<file path="config.mk">
export PLATFORM = sky130hd
export DESIGN_NAME = otf_fault_top
export DESIGN_NICKNAME = d
export VERILOG_FILES = /design/src/logic/otf_pkg.sv /design/src/logic/otf_fault_top.sv /design/src/logic/otf_sw_timer.sv /design/src/logic/otf_telemetry.sv
export SDC_FILE = /design/constraint.sdc
export NUM_CORES = 1
export LEC_CHECK = 0
export BUFFER_PORTS_ARGS = -buffer_cell sky130_fd_sc_hd__buf_2
export CORE_ASPECT_RATIO = 1.25
export CORE_MARGIN = 3
export CORE_UTILIZATION = 40
export DETAILED_ROUTE_END_ITERATION = 10
export MAX_ROUTING_LAYER = met4
export PLACE_DENSITY = 0.7
export SKIP_LAST_GASP = 1
export SLEW_MARGIN = 20
export SYNTH_ARGS = -nofsm -noshare
export SYNTH_HDL_FRONTEND = slang
export SYNTH_SLANG_ARGS = --single-unit
</file>
<file path="constraint.sdc">
create_clock -name clk -period 9.8 [get_ports clk]
set_clock_uncertainty 0.05 [all_clocks]
set_input_delay 1.96 -clock clk [delete_from_list [all_inputs] [get_ports clk]]
set_output_delay 1.96 -clock clk [all_outputs]
set_load 0.005 [all_outputs]
</file>
<file path="src/logic/otf_pkg.sv">
/*
 * otf_pkg: constants, encodings and state codes of the over-current and
 * over-temperature fault logic.
 * Assumes a 100 MHz system clock; the timing figures below derive from it.
 */
package otf_pkg;

    // ****************************************************************
    // clock and timing
    // ****************************************************************
    localparam int CLK_PERIOD_NS = 10;
    localparam int SAMPLE_NS = 75;
    // least sampling time, rounded up to whole cycles
    localparam int SAMPLE_CYC = (SAMPLE_NS + CLK_PERIOD_NS - 1) / CLK_PERIOD_NS;
    localparam int HICCUP_MS = 20;
    localparam int HICCUP_CYC = HICCUP_MS * 1000000 / CLK_PERIOD_NS;
    localparam int SW_PERIOD_DEFAULT = 100;
    localparam int SET_FRACTION = 8;

    // ****************************************************************
    // over-current limiting
    // ****************************************************************
    localparam logic [3:0] OC_MAX_DEFAULT = 4'h8;
    localparam logic [2:0] OC_STEP_RUN = 3'h3;
    localparam logic [2:0] OC_RECOVER_RUN = 3'h4;
    localparam logic [7:0] DUTY_HALF = 8'h80;
    localparam logic [7:0] DUTY_QUARTER = 8'h40;
    localparam logic [7:0] DUTY_EIGHTH = 8'h20;
    localparam logic [7:0] DUTY_FULL = 8'hff;
    localparam logic [1:0] LIMIT_NONE = 2'h0;
    localparam logic [1:0] LIMIT_DEEPEST = 2'h3;

    // ****************************************************************
    // temperature and telemetry
    // ****************************************************************
    localparam logic [7:0] OT_LIMIT_DEFAULT = 8'h7d;
    localparam logic [8:0] OT_HYST = 9'h019;
    localparam logic [7:0] TEMP_OFFSET = 8'h28;
    localparam logic [7:0] TEMP_STEP = 8'h0a;
    localparam logic [11:0] IOUT_RESET = 12'h000;
    localparam logic [7:0] BYTE_RESET = 8'h00;

    // ****************************************************************
    // encodings
    // ****************************************************************
    typedef enum logic [1:0] {
        OTF_OCR_LATCH = 2'b01,
        OTF_OCR_HICCUP = 2'b10
    } otf_oc_resp_t;

    typedef enum logic [2:0] {
        OTF_OTR_IGNORE = 3'b001,
        OTF_OTR_INHIBIT = 3'b010,
        OTF_OTR_LATCH = 3'b100
    } otf_ot_resp_t;

    typedef enum logic [3:0] {
        OTF_ST_RUN = 4'b0001,
        OTF_ST_HICCUP = 4'b0010,
        OTF_ST_OT_HOLD = 4'b0100,
        OTF_ST_LATCHED = 4'b1000
    } otf_state_t;

    localparam int FLAG_OC_WARN = 0;
    localparam int FLAG_OC_FAULT = 1;
    localparam int FLAG_OT_FAULT = 2;
    localparam int FLAG_COUNT = 3;

endpackage

</file>
<file path="src/logic/otf_fault_top.sv">
/*
 * otf_fault_top: over-current and over-temperature fault handling of a
 * buck regulator, with duty limiting, hiccup and current/temperature
 * telemetry.
 * Assumes the fast comparator, ADC current and die temperature arrive
 * synchronous to clk; configuration inputs are held by the host side.
 */
`timescale 1ns/1ps
module otf_fault_top
    import otf_pkg::*;
#(
    parameter int SW_PERIOD = SW_PERIOD_DEFAULT,
    parameter int HICCUP_CYCLES = HICCUP_CYC
) (
    input wire logic clk,
    input wire logic reset_n,
    input wire logic conv_enable,
    input wire logic oc_comp,
    input wire logic [11:0] iout_code,
    input wire logic [7:0] die_temp_c,
    input wire logic [11:0] oc_warn_limit,
    input wire logic [3:0] oc_max_count,
    input wire logic [1:0] oc_response,
    input wire logic [7:0] ot_limit,
    input wire logic [2:0] ot_response,
    input wire logic [7:0] duty_nominal,
    input wire logic [2:0] status_clear,
    output logic high_side_drive,
    output logic low_side_drive,
    output logic set_pulse,
    output logic conv_active,
    output logic hiccup_active,
    output logic [1:0] duty_limit_level,
    output logic [11:0] read_iout,
    output logic [7:0] load_current_quarter_amp,
    output logic [7:0] read_temperature,
    output logic [7:0] die_heat_offset_reading,
    output logic oc_warn_flag,
    output logic oc_fault_flag,
    output logic ot_fault_flag
);

    localparam int HW = $clog2(HICCUP_CYCLES + 1);

    // ****************************************************************
    // elaboration checks
    // ****************************************************************
    generate
        if (HICCUP_CYCLES < 1) begin : g_bad
            $error("otf_fault_top: HICCUP_CYCLES must be at least one");
        end
    endgenerate

    // ****************************************************************
    // helpers
    // ****************************************************************
    function automatic logic [7:0] duty_cap(input logic [1:0] level);
        case (level)
            2'h1: duty_cap = DUTY_HALF;
            2'h2: duty_cap = DUTY_QUARTER;
            2'h3: duty_cap = DUTY_EIGHTH;
            default: duty_cap = DUTY_FULL;
        endcase
    endfunction

    otf_state_t state_q;
    otf_state_t state_d;
    logic [HW-1:0] hiccup_cnt_q;
    logic oc_seen_q;
    logic [3:0] oc_total_q;
    logic [2:0] oc_run_q;
    logic [2:0] ok_run_q;
    logic [1:0] level_q;
    logic [7:0] duty_eff;
    logic sample_win;
    logic cycle_end;
    logic oc_cycle;
    logic ok_cycle;
    logic oc_fault_now;
    logic ot_trip;
    logic ot_release;
    logic ot_acts;
    logic hiccup_done;
    logic [FLAG_COUNT-1:0] flag_set;
    logic [FLAG_COUNT-1:0] flag_q;

    // ****************************************************************
    // fault detection
    // ****************************************************************
    always_comb begin
        oc_cycle = cycle_end && oc_seen_q;
        ok_cycle = cycle_end && !oc_seen_q;
        // a zero maximum trips on the first over-current cycle, so it behaves as one
        oc_fault_now = oc_cycle && (({1'b0, oc_total_q} + 5'h01) >= {1'b0, oc_max_count}
            || oc_max_count == 4'h0);
        ot_trip = die_temp_c > ot_limit;
        ot_release = ({1'b0, die_temp_c} + OT_HYST) < {1'b0, ot_limit};
        ot_acts = ot_trip && ot_response != OTF_OTR_IGNORE;
        hiccup_done = hiccup_cnt_q == HW'(HICCUP_CYCLES - 1);
        duty_eff = (duty_nominal < duty_cap(level_q)) ? duty_nominal : duty_cap(level_q);
    end

    // valley trip caught inside the sampling window only
    always_ff @(posedge clk) begin
        if (!reset_n) begin
            oc_seen_q <= 1'b0;
        end else if (sample_win && oc_comp) begin
            oc_seen_q <= 1'b1;
        end else if (cycle_end || !conv_active) begin
            oc_seen_q <= 1'b0;
        end
    end

    // ****************************************************************
    // fault state machine
    // ****************************************************************
    always_comb begin
        state_d = state_q;
        case (state_q)
            OTF_ST_RUN: begin
                if (ot_acts) begin
                    state_d = (ot_response == OTF_OTR_LATCH) ? OTF_ST_LATCHED
                        : OTF_ST_OT_HOLD;
                end else if (oc_fault_now && conv_active) begin
                    state_d = (oc_response == OTF_OCR_LATCH) ? OTF_ST_LATCHED
                        : OTF_ST_HICCUP;
                end
            end
            OTF_ST_HICCUP: begin
                if (ot_acts) begin
                    state_d = (ot_response == OTF_OTR_LATCH) ? OTF_ST_LATCHED
                        : OTF_ST_OT_HOLD;
                end else if (hiccup_done) begin
                    state_d = OTF_ST_RUN;
                end
            end
            OTF_ST_OT_HOLD: begin
                if (ot_response == OTF_OTR_LATCH) begin
                    state_d = OTF_ST_LATCHED;
                end else if (ot_release || ot_response == OTF_OTR_IGNORE) begin
                    state_d = OTF_ST_RUN;
                end
            end
            OTF_ST_LATCHED: begin
                if (!conv_enable) begin
                    state_d = OTF_ST_RUN;
                end
            end
            default: state_d = OTF_ST_RUN;
        endcase
    end

    always_ff @(posedge clk) begin
        if (!reset_n) begin
            state_q <= OTF_ST_RUN;
            conv_active <= 1'b0;
            hiccup_active <= 1'b0;
        end else begin
            state_q <= state_d;
            // conversion enable drops for every non-run state
            conv_active <= state_d == OTF_ST_RUN && conv_enable;
            hiccup_active <= state_d == OTF_ST_HICCUP;
        end
    end

    // 20 ms off time, counted only while in hiccup
    always_ff @(posedge clk) begin
        if (!reset_n) begin
            hiccup_cnt_q <= '0;
        end else if (state_q == OTF_ST_HICCUP && !hiccup_done) begin
            hiccup_cnt_q <= hiccup_cnt_q + HW'(1);
        end else begin
            hiccup_cnt_q <= '0;
        end
    end

    // ****************************************************************
    // over-current counting and duty limiting
    // ****************************************************************
    always_ff @(posedge clk) begin
        if (!reset_n) begin
            oc_total_q <= 4'h0;
        end else if (!conv_active) begin
            oc_total_q <= 4'h0;
        end else if (oc_cycle && oc_total_q != 4'hf) begin
            // cumulative: clean cycles do not reset the total
            oc_total_q <= oc_total_q + 4'h1;
        end
    end

    always_ff @(posedge clk) begin
        if (!reset_n) begin
            oc_run_q <= 3'h0;
            ok_run_q <= 3'h0;
            level_q <= LIMIT_NONE;
        end else if (!conv_active) begin
            oc_run_q <= 3'h0;
            ok_run_q <= 3'h0;
            level_q <= LIMIT_NONE;
        end else if (oc_cycle) begin
            ok_run_q <= 3'h0;
            if (level_q == LIMIT_NONE && duty_nominal < DUTY_EIGHTH) begin
                oc_run_q <= 3'h0;
            end else if (oc_run_q == OC_STEP_RUN - 3'h1) begin
                oc_run_q <= 3'h0;
                if (level_q != LIMIT_DEEPEST) begin
                    level_q <= level_q + 2'h1;
                end
            end else begin
                oc_run_q <= oc_run_q + 3'h1;
            end
        end else if (ok_cycle) begin
            oc_run_q <= 3'h0;
            if (level_q == LIMIT_NONE) begin
                ok_run_q <= 3'h0;
            end else if (ok_run_q == OC_RECOVER_RUN - 3'h1) begin
                ok_run_q <= 3'h0;
                level_q <= level_q - 2'h1;
            end else begin
                ok_run_q <= ok_run_q + 3'h1;
            end
        end
    end

    always_ff @(posedge clk) begin
        if (!reset_n) begin
            duty_limit_level <= LIMIT_NONE;
        end else begin
            duty_limit_level <= level_q;
        end
    end

    // ****************************************************************
    // sticky status flags
    // ****************************************************************
    always_comb begin
        flag_set[FLAG_OC_WARN] = iout_code > oc_warn_limit;
        flag_set[FLAG_OC_FAULT] = oc_fault_now && conv_active;
        flag_set[FLAG_OT_FAULT] = ot_trip;
    end

    // a set in the same cycle as a clear wins
    generate
        for (genvar i = 0; i < FLAG_COUNT; i++) begin : g_flag
            always_ff @(posedge clk) begin
                if (!reset_n) begin
                    flag_q[i] <= 1'b0;
                end else if (flag_set[i]) begin
                    flag_q[i] <= 1'b1;
                end else if (status_clear[i]) begin
                    flag_q[i] <= 1'b0;
                end
            end
        end
    endgenerate

    always_comb begin
        oc_warn_flag = flag_q[FLAG_OC_WARN];
        oc_fault_flag = flag_q[FLAG_OC_FAULT];
        ot_fault_flag = flag_q[FLAG_OT_FAULT];
    end

    // ****************************************************************
    // switching timer and telemetry
    // ****************************************************************
    otf_sw_timer #(
        .PERIOD(SW_PERIOD)
    ) u_timer (
        .clk(clk),
        .reset_n(reset_n),
        .run(conv_active),
        .duty(duty_eff),
        .set_pulse(set_pulse),
        .sample_win(sample_win),
        .cycle_end(cycle_end),
        .high_side_drive(high_side_drive),
        .low_side_drive(low_side_drive)
    );

    otf_telemetry u_tele (
        .clk(clk),
        .reset_n(reset_n),
        .iout_code(iout_code),
        .die_temp_c(die_temp_c),
        .read_iout(read_iout),
        .load_current_quarter_amp(load_current_quarter_amp),
        .read_temperature(read_temperature),
        .die_heat_offset_reading(die_heat_offset_reading)
    );

endmodule

</file>
<file path="src/logic/otf_sw_timer.sv">
/*
 * otf_sw_timer: switching-period timer; makes the set pulse, the valley
 * sampling window and the two gate drives from a duty figure.
 * Assumes duty is held steady by the caller; run low stops all drive.
 */
`timescale 1ns/1ps
module otf_sw_timer
    import otf_pkg::*;
#(
    parameter int PERIOD = SW_PERIOD_DEFAULT
) (
    input wire logic clk,
    input wire logic reset_n,
    input wire logic run,
    input wire logic [7:0] duty,
    output logic set_pulse,
    output logic sample_win,
    output logic cycle_end,
    output logic high_side_drive,
    output logic low_side_drive
);

    localparam int SET_CYC = PERIOD / SET_FRACTION;

    // ****************************************************************
    // elaboration checks
    // ****************************************************************
    generate
        if (PERIOD < 64 || PERIOD > 65535 || SET_CYC < SAMPLE_CYC) begin : g_bad
            $error("otf_sw_timer: PERIOD out of range");
        end
    endgenerate

    logic [15:0] cnt_q;
    logic [15:0] cnt_d;
    logic [23:0] prod;
    logic [15:0] on_cyc;
    logic hs_on;

    always_comb begin
        // parked on the last count so the first period after start is whole
        if (!run) begin
            cnt_d = 16'(PERIOD - 1);
        end else if (cnt_q == 16'(PERIOD - 1)) begin
            cnt_d = 16'h0000;
        end else begin
            cnt_d = cnt_q + 16'h0001;
        end
        prod = 24'(duty) * 24'(PERIOD);
        on_cyc = prod[23:8];
        // high side starts as the set pulse falls
        hs_on = run && cnt_d >= 16'(SET_CYC) && (cnt_d - 16'(SET_CYC)) < on_cyc;
    end

    // ****************************************************************
    // counter and registered outputs
    // ****************************************************************
    always_ff @(posedge clk) begin
        if (!reset_n) begin
            cnt_q <= 16'h0000;
            set_pulse <= 1'b0;
            sample_win <= 1'b0;
            cycle_end <= 1'b0;
            high_side_drive <= 1'b0;
            low_side_drive <= 1'b0;
        end else begin
            cnt_q <= cnt_d;
            set_pulse <= run && cnt_d < 16'(SET_CYC);
            sample_win <= run && cnt_d < 16'(SAMPLE_CYC);
            cycle_end <= run && cnt_d == 16'(PERIOD - 1);
            high_side_drive <= hs_on;
            // low side conducts through the set pulse so the valley is seen
            low_side_drive <= run && !hs_on;
        end
    end

endmodule

</file>
<file path="src/logic/otf_telemetry.sv">
/*
 * otf_telemetry: encodes output current and die temperature for the
 * management bus commands and the byte registers.
 * Assumes current in 1/16 A counts and temperature in whole degrees.
 */
`timescale 1ns/1ps
module otf_telemetry
    import otf_pkg::*;
(
    input wire logic clk,
    input wire logic reset_n,
    input wire logic [11:0] iout_code,
    input wire logic [7:0] die_temp_c,
    output logic [11:0] read_iout,
    output logic [7:0] load_current_quarter_amp,
    output logic [7:0] read_temperature,
    output logic [7:0] die_heat_offset_reading
);

    logic [7:0] temp_tens;

    always_comb begin
        temp_tens = die_temp_c / TEMP_STEP;
    end

    always_ff @(posedge clk) begin
        if (!reset_n) begin
            read_iout <= IOUT_RESET;
            load_current_quarter_amp <= BYTE_RESET;
            read_temperature <= BYTE_RESET;
            die_heat_offset_reading <= BYTE_RESET;
        end else begin
            read_iout <= iout_code;
            // saturates rather than wrapping above the byte range
            if (iout_code[11:10] != 2'b00) begin
                load_current_quarter_amp <= 8'hff;
            end else begin
                load_current_quarter_amp <= iout_code[9:2];
            end
            read_temperature <= 8'(temp_tens * TEMP_STEP);
            if (die_temp_c < TEMP_OFFSET) begin
                die_heat_offset_reading <= BYTE_RESET;
            end else begin
                die_heat_offset_reading <= die_temp_c - TEMP_OFFSET;
            end
        end
    end

endmodule

</file>
==> results.sh <==
export IMPL_worst_slew_pin_transition_ns=1.02
export IMPL_synth_warnings=0
export IMPL_seqPwrFrac_pct=42.6
export IMPL_placed_cell_area_um2=7610
export IMPL_rows=53
export IMPL_start_util_pct=40.9
export IMPL_viasPerCell=5.29
export IMPL_cts_htree_levels=3
export IMPL_wirelength_um=15600
export IMPL_clock_latency_ns=0.36
export IMPL_hold_class="flip-flop to flip-flop"
export IMPL_drc_errors=0
export IMPL_grt_usage_pct=17.2
export IMPL_place_ws_ns=1.81
export IMPL_fin_setup_tns_ns=0
export IMPL_postSynthCellCount=830
export IMPL_r2r_start="level_q[0]$_SDFFE_PN0P_"
export IMPL_nets=1082
export IMPL_drt_iter0_markers=291
export IMPL_yosys_area_top_type="dfxtp_1"
export IMPL_firstDrtPassIters=6
export IMPL_path_delay_family="compound AO/OA/AOI/OAI gates"
export IMPL_grt_max_degree=34
export IMPL_final_hold_violation_count=0
export IMPL_synth_top_cell_area_share_pct=29.3
export IMPL_numPortBuffers=108
export IMPL_setup_viol=0
export IMPL_antenna_found_initial=0
export IMPL_die_w_um=124
export IMPL_status="finished clean"
export IMPL_required_ns=9.99
export IMPL_die_area_um2=18900
export IMPL_fin_area_um2=7900
export IMPL_cp_slowest_cell="a2111oi_0"
export IMPL_clock_fmax_mhz=131
export IMPL_grt_ovfl_total=0
export IMPL_worst_ep_arrival_time_ns=7.83
export IMPL_avgSynthCellArea_um2=8.32
export IMPL_cts_tree="built"
export IMPL_wl_per_cell_um=13.6
export IMPL_dp_final_hpwl_um=12200
export IMPL_period_minus_slack_ns=7.64
export IMPL_cts_hold_buf=0
export IMPL_p_leak_nw=3.64
export IMPL_powerDensity_nw_per_um2=131
export IMPL_yosys_top_cells_area="dfxtp_1 29%, ha_1 17%, nor2_1 5.0%"
export IMPL_synth_ff_type="dfxtp_1"
export IMPL_ctsResizeCount=0
export IMPL_cts_made_buffers=9
export IMPL_vdd_ir_drop_worst_mv=0.0801
export IMPL_drv_cap=0
export IMPL_intPower_mw=0.722
export IMPL_swShare_pct=30.2
export IMPL_grt_pass1_vias=5709
export IMPL_rsz0062_at_grt="false"
export IMPL_critPathMaxStageDelay_ns=0.75
export IMPL_synth_cell_types=74
export IMPL_coreArea_um2=16900
export IMPL_fin_ws_ns=2.16
export IMPL_p_switching_mw=0.312
export IMPL_pwr_share_clk_pct=34.0
export IMPL_area_growth_pct=14.4
export IMPL_cpMostUsedCell="ha_1"
export IMPL_clk_pin_slew_ns=0.07
export IMPL_cp_buffers_inverters=3
export IMPL_min_period_over_period_pct=78.0
export IMPL_slew_headroom_pct=31.3
export IMPL_cts_sinks=101
export IMPL_startpoint="duty_nominal[5]"
export IMPL_synthArstFlopShare_pct=0
export IMPL_pin_count=110
export IMPL_gp_congestion=0.845
export IMPL_diodes=0
export IMPL_synth_edf_count=0
export IMPL_endpoint_kind="flip-flop"
export IMPL_ctsLongestPathBuffers=2
export IMPL_vias=6069
export IMPL_hp_start="ok_run_q[1]$_SDFFE_PP0P_"
export IMPL_cts_root_buf="clkbuf_16"
export IMPL_drive_above_1_share_pct=15.4
export IMPL_grt_pass1_wl_um=26100
export IMPL_critPathKind="input port to flip-flop"
export IMPL_syn_nets=989
export IMPL_startpoint_type="input port"
export IMPL_maxSlewViolCount=0
export IMPL_synth_area_um2=6910
export IMPL_critPathMaxFanout=12
export IMPL_ant_nets=0
export IMPL_post_cts_buffers=0
export IMPL_die_h_um=153
export IMPL_p_comb_share_pct=23.4
export IMPL_ys_seq_area_share_pct=29.3
export IMPL_synth_seq_cells=101
[power groups by stage]
stage | sequential [mW] | combinational [mW] | clock (mW)
2_1_floorplan | 0.448 | 0.171 | 0
3_3_place_gp | 0.450 | 0.238 | 0
3_5_place_dp | 0.450 | 0.241 | 0
4_1_cts | 0.441 | 0.244 | 0.362
5_1_grt | 0.443 | 0.279 | 0.380
6_report | 0.440 | 0.242 | 0.352
[kinds of logic after synthesis]
family | after synthesis | share of synthesized area, %
AOI/OAI and AO/OA | 144 | 13.6
buffers and inverters | 92 | 5.29
and+or+nand+nor | 331 | 25.7
other | 1 | 0.0543
muxes | 6 | 0.869
xor gates and xnor gates | 59 | 7.59
adders and majority gates | 96 | 17.7
DFF | 101 | 29.3
[layer usage]
metal	vias to the layer above	global-route usage, %	wire [µm]
met5	-	-	0
met4	0	4.27	189
met3	19	3.40	760
met2	136	29.7	7780
met1	2824	20.3	6840
li1	3090	-	-
[stage by stage]
| step | power [mW] | hold slack (ns) | utilization [%] | std cells |
|---|---|---|---|---|
| after floorplan | 0.619 | 0.374 | - | 830 |
| after global placement | 0.688 | 0.397 | 45.0 | 1132 |
| after detailed placement | 0.691 | 0.400 | 45.0 | 1132 |
| after CTS | 1.05 | 0.410 | 46.7 | 1148 |
| after global routing | 1.10 | 0.422 | 46.7 | 1148 |
| final | 1.03 | 0.407 | 46.7 | 1148 |
[placed cells by master, fill, tap and decap left out, types with 12 or more instances in the layout]
cell / synthesis / routed
nor2_1: 92 / 92
nand2_1: 47 / 47
xor2_1: 32 / 32
nor3_1: 15 / 15
ha_1: 92 / 92
inv_1: 64 / 64
a21o_1: 13 / 13
or3_1: 12 / 12
and3_1: 12 / 12
nor4_1: 12 / 12
o21ai_0: 31 / 31
and2_1: 33 / 33
nand4_1: 16 / 16
a21oi_1: 37 / 37
xnor2_1: 26 / 26
nand3_1: 31 / 31
dfxtp_1: 101 / 101
buf_2: 3 / 108
nor2b_1: 12 / 12
[layout make-up]
class | instances | area (µm²)
Clock buffer | 10 | 239
Clock inverter | 6 | 52.6
Fill cell | 1704 | 9010
Inverter | 65 | 244
Multi-Input combinational cell | 637 | 4520
Sequential cell | 101 | 2020
Tap cell | 220 | 275
Timing Repair Buffer | 109 | 548
[path summary, 6_finish.rpt]
check,endpoint,slack [ns],depth (start not counted)
setup reg to reg,u_timer.low_side_drive$_SDFF_PN0_,2.91,27
hold / removal,ok_run_q[1]$_SDFFE_PP0P_,0.41,2
setup / recovery,u_timer.low_side_drive$_SDFF_PN0_,2.16,25
hold reg to reg,ok_run_q[1]$_SDFFE_PP0P_,0.41,2
[worst min-delay path: stages, from the launching register on]
cell and delay, ns:
dfxtp_1 0.32, nand2_1 0.05, a21oi_1 0.05
[cell usage after synthesis, types with 3 or more instances]
cell	number
a211oi_1	10
a21boi_0	4
a21o_1	13
a21oi_1	37
a31oi_1	6
and2_1	33
and3_1	12
and4_1	6
buf_2	3
clkbuf_1	19
dfxtp_1	101
fa_1	3
ha_1	92
inv_1	64
mux2i_1	6
nand2_1	47
nand2b_1	9
nand3_1	31
nand3b_1	3
nand4_1	16
nor2_1	92
nor2b_1	12
nor3_1	15
nor4_1	12
nor4b_1	5
o211ai_1	4
o21a_1	8
o21ai_0	31
o31ai_1	7
or2_2	3
or3_1	12
or4_1	4
xnor2_1	26
xor2_1	32
[state kept, by name (all words and copies together) (netlist names), 2 cells and up]
signal	count
duty_limit_level	2
level_q	2
hiccup_cnt_q	21
ok_run_q	3
u_tele.die_heat_offset_reading	8
u_tele.load_current_quarter_amp	8
u_tele.read_temperature	7
u_timer.cnt_q	16
state_q	4
u_tele.read_iout	12
oc_run_q	3
oc_total_q	4
(Power assumes the default switching activity.)
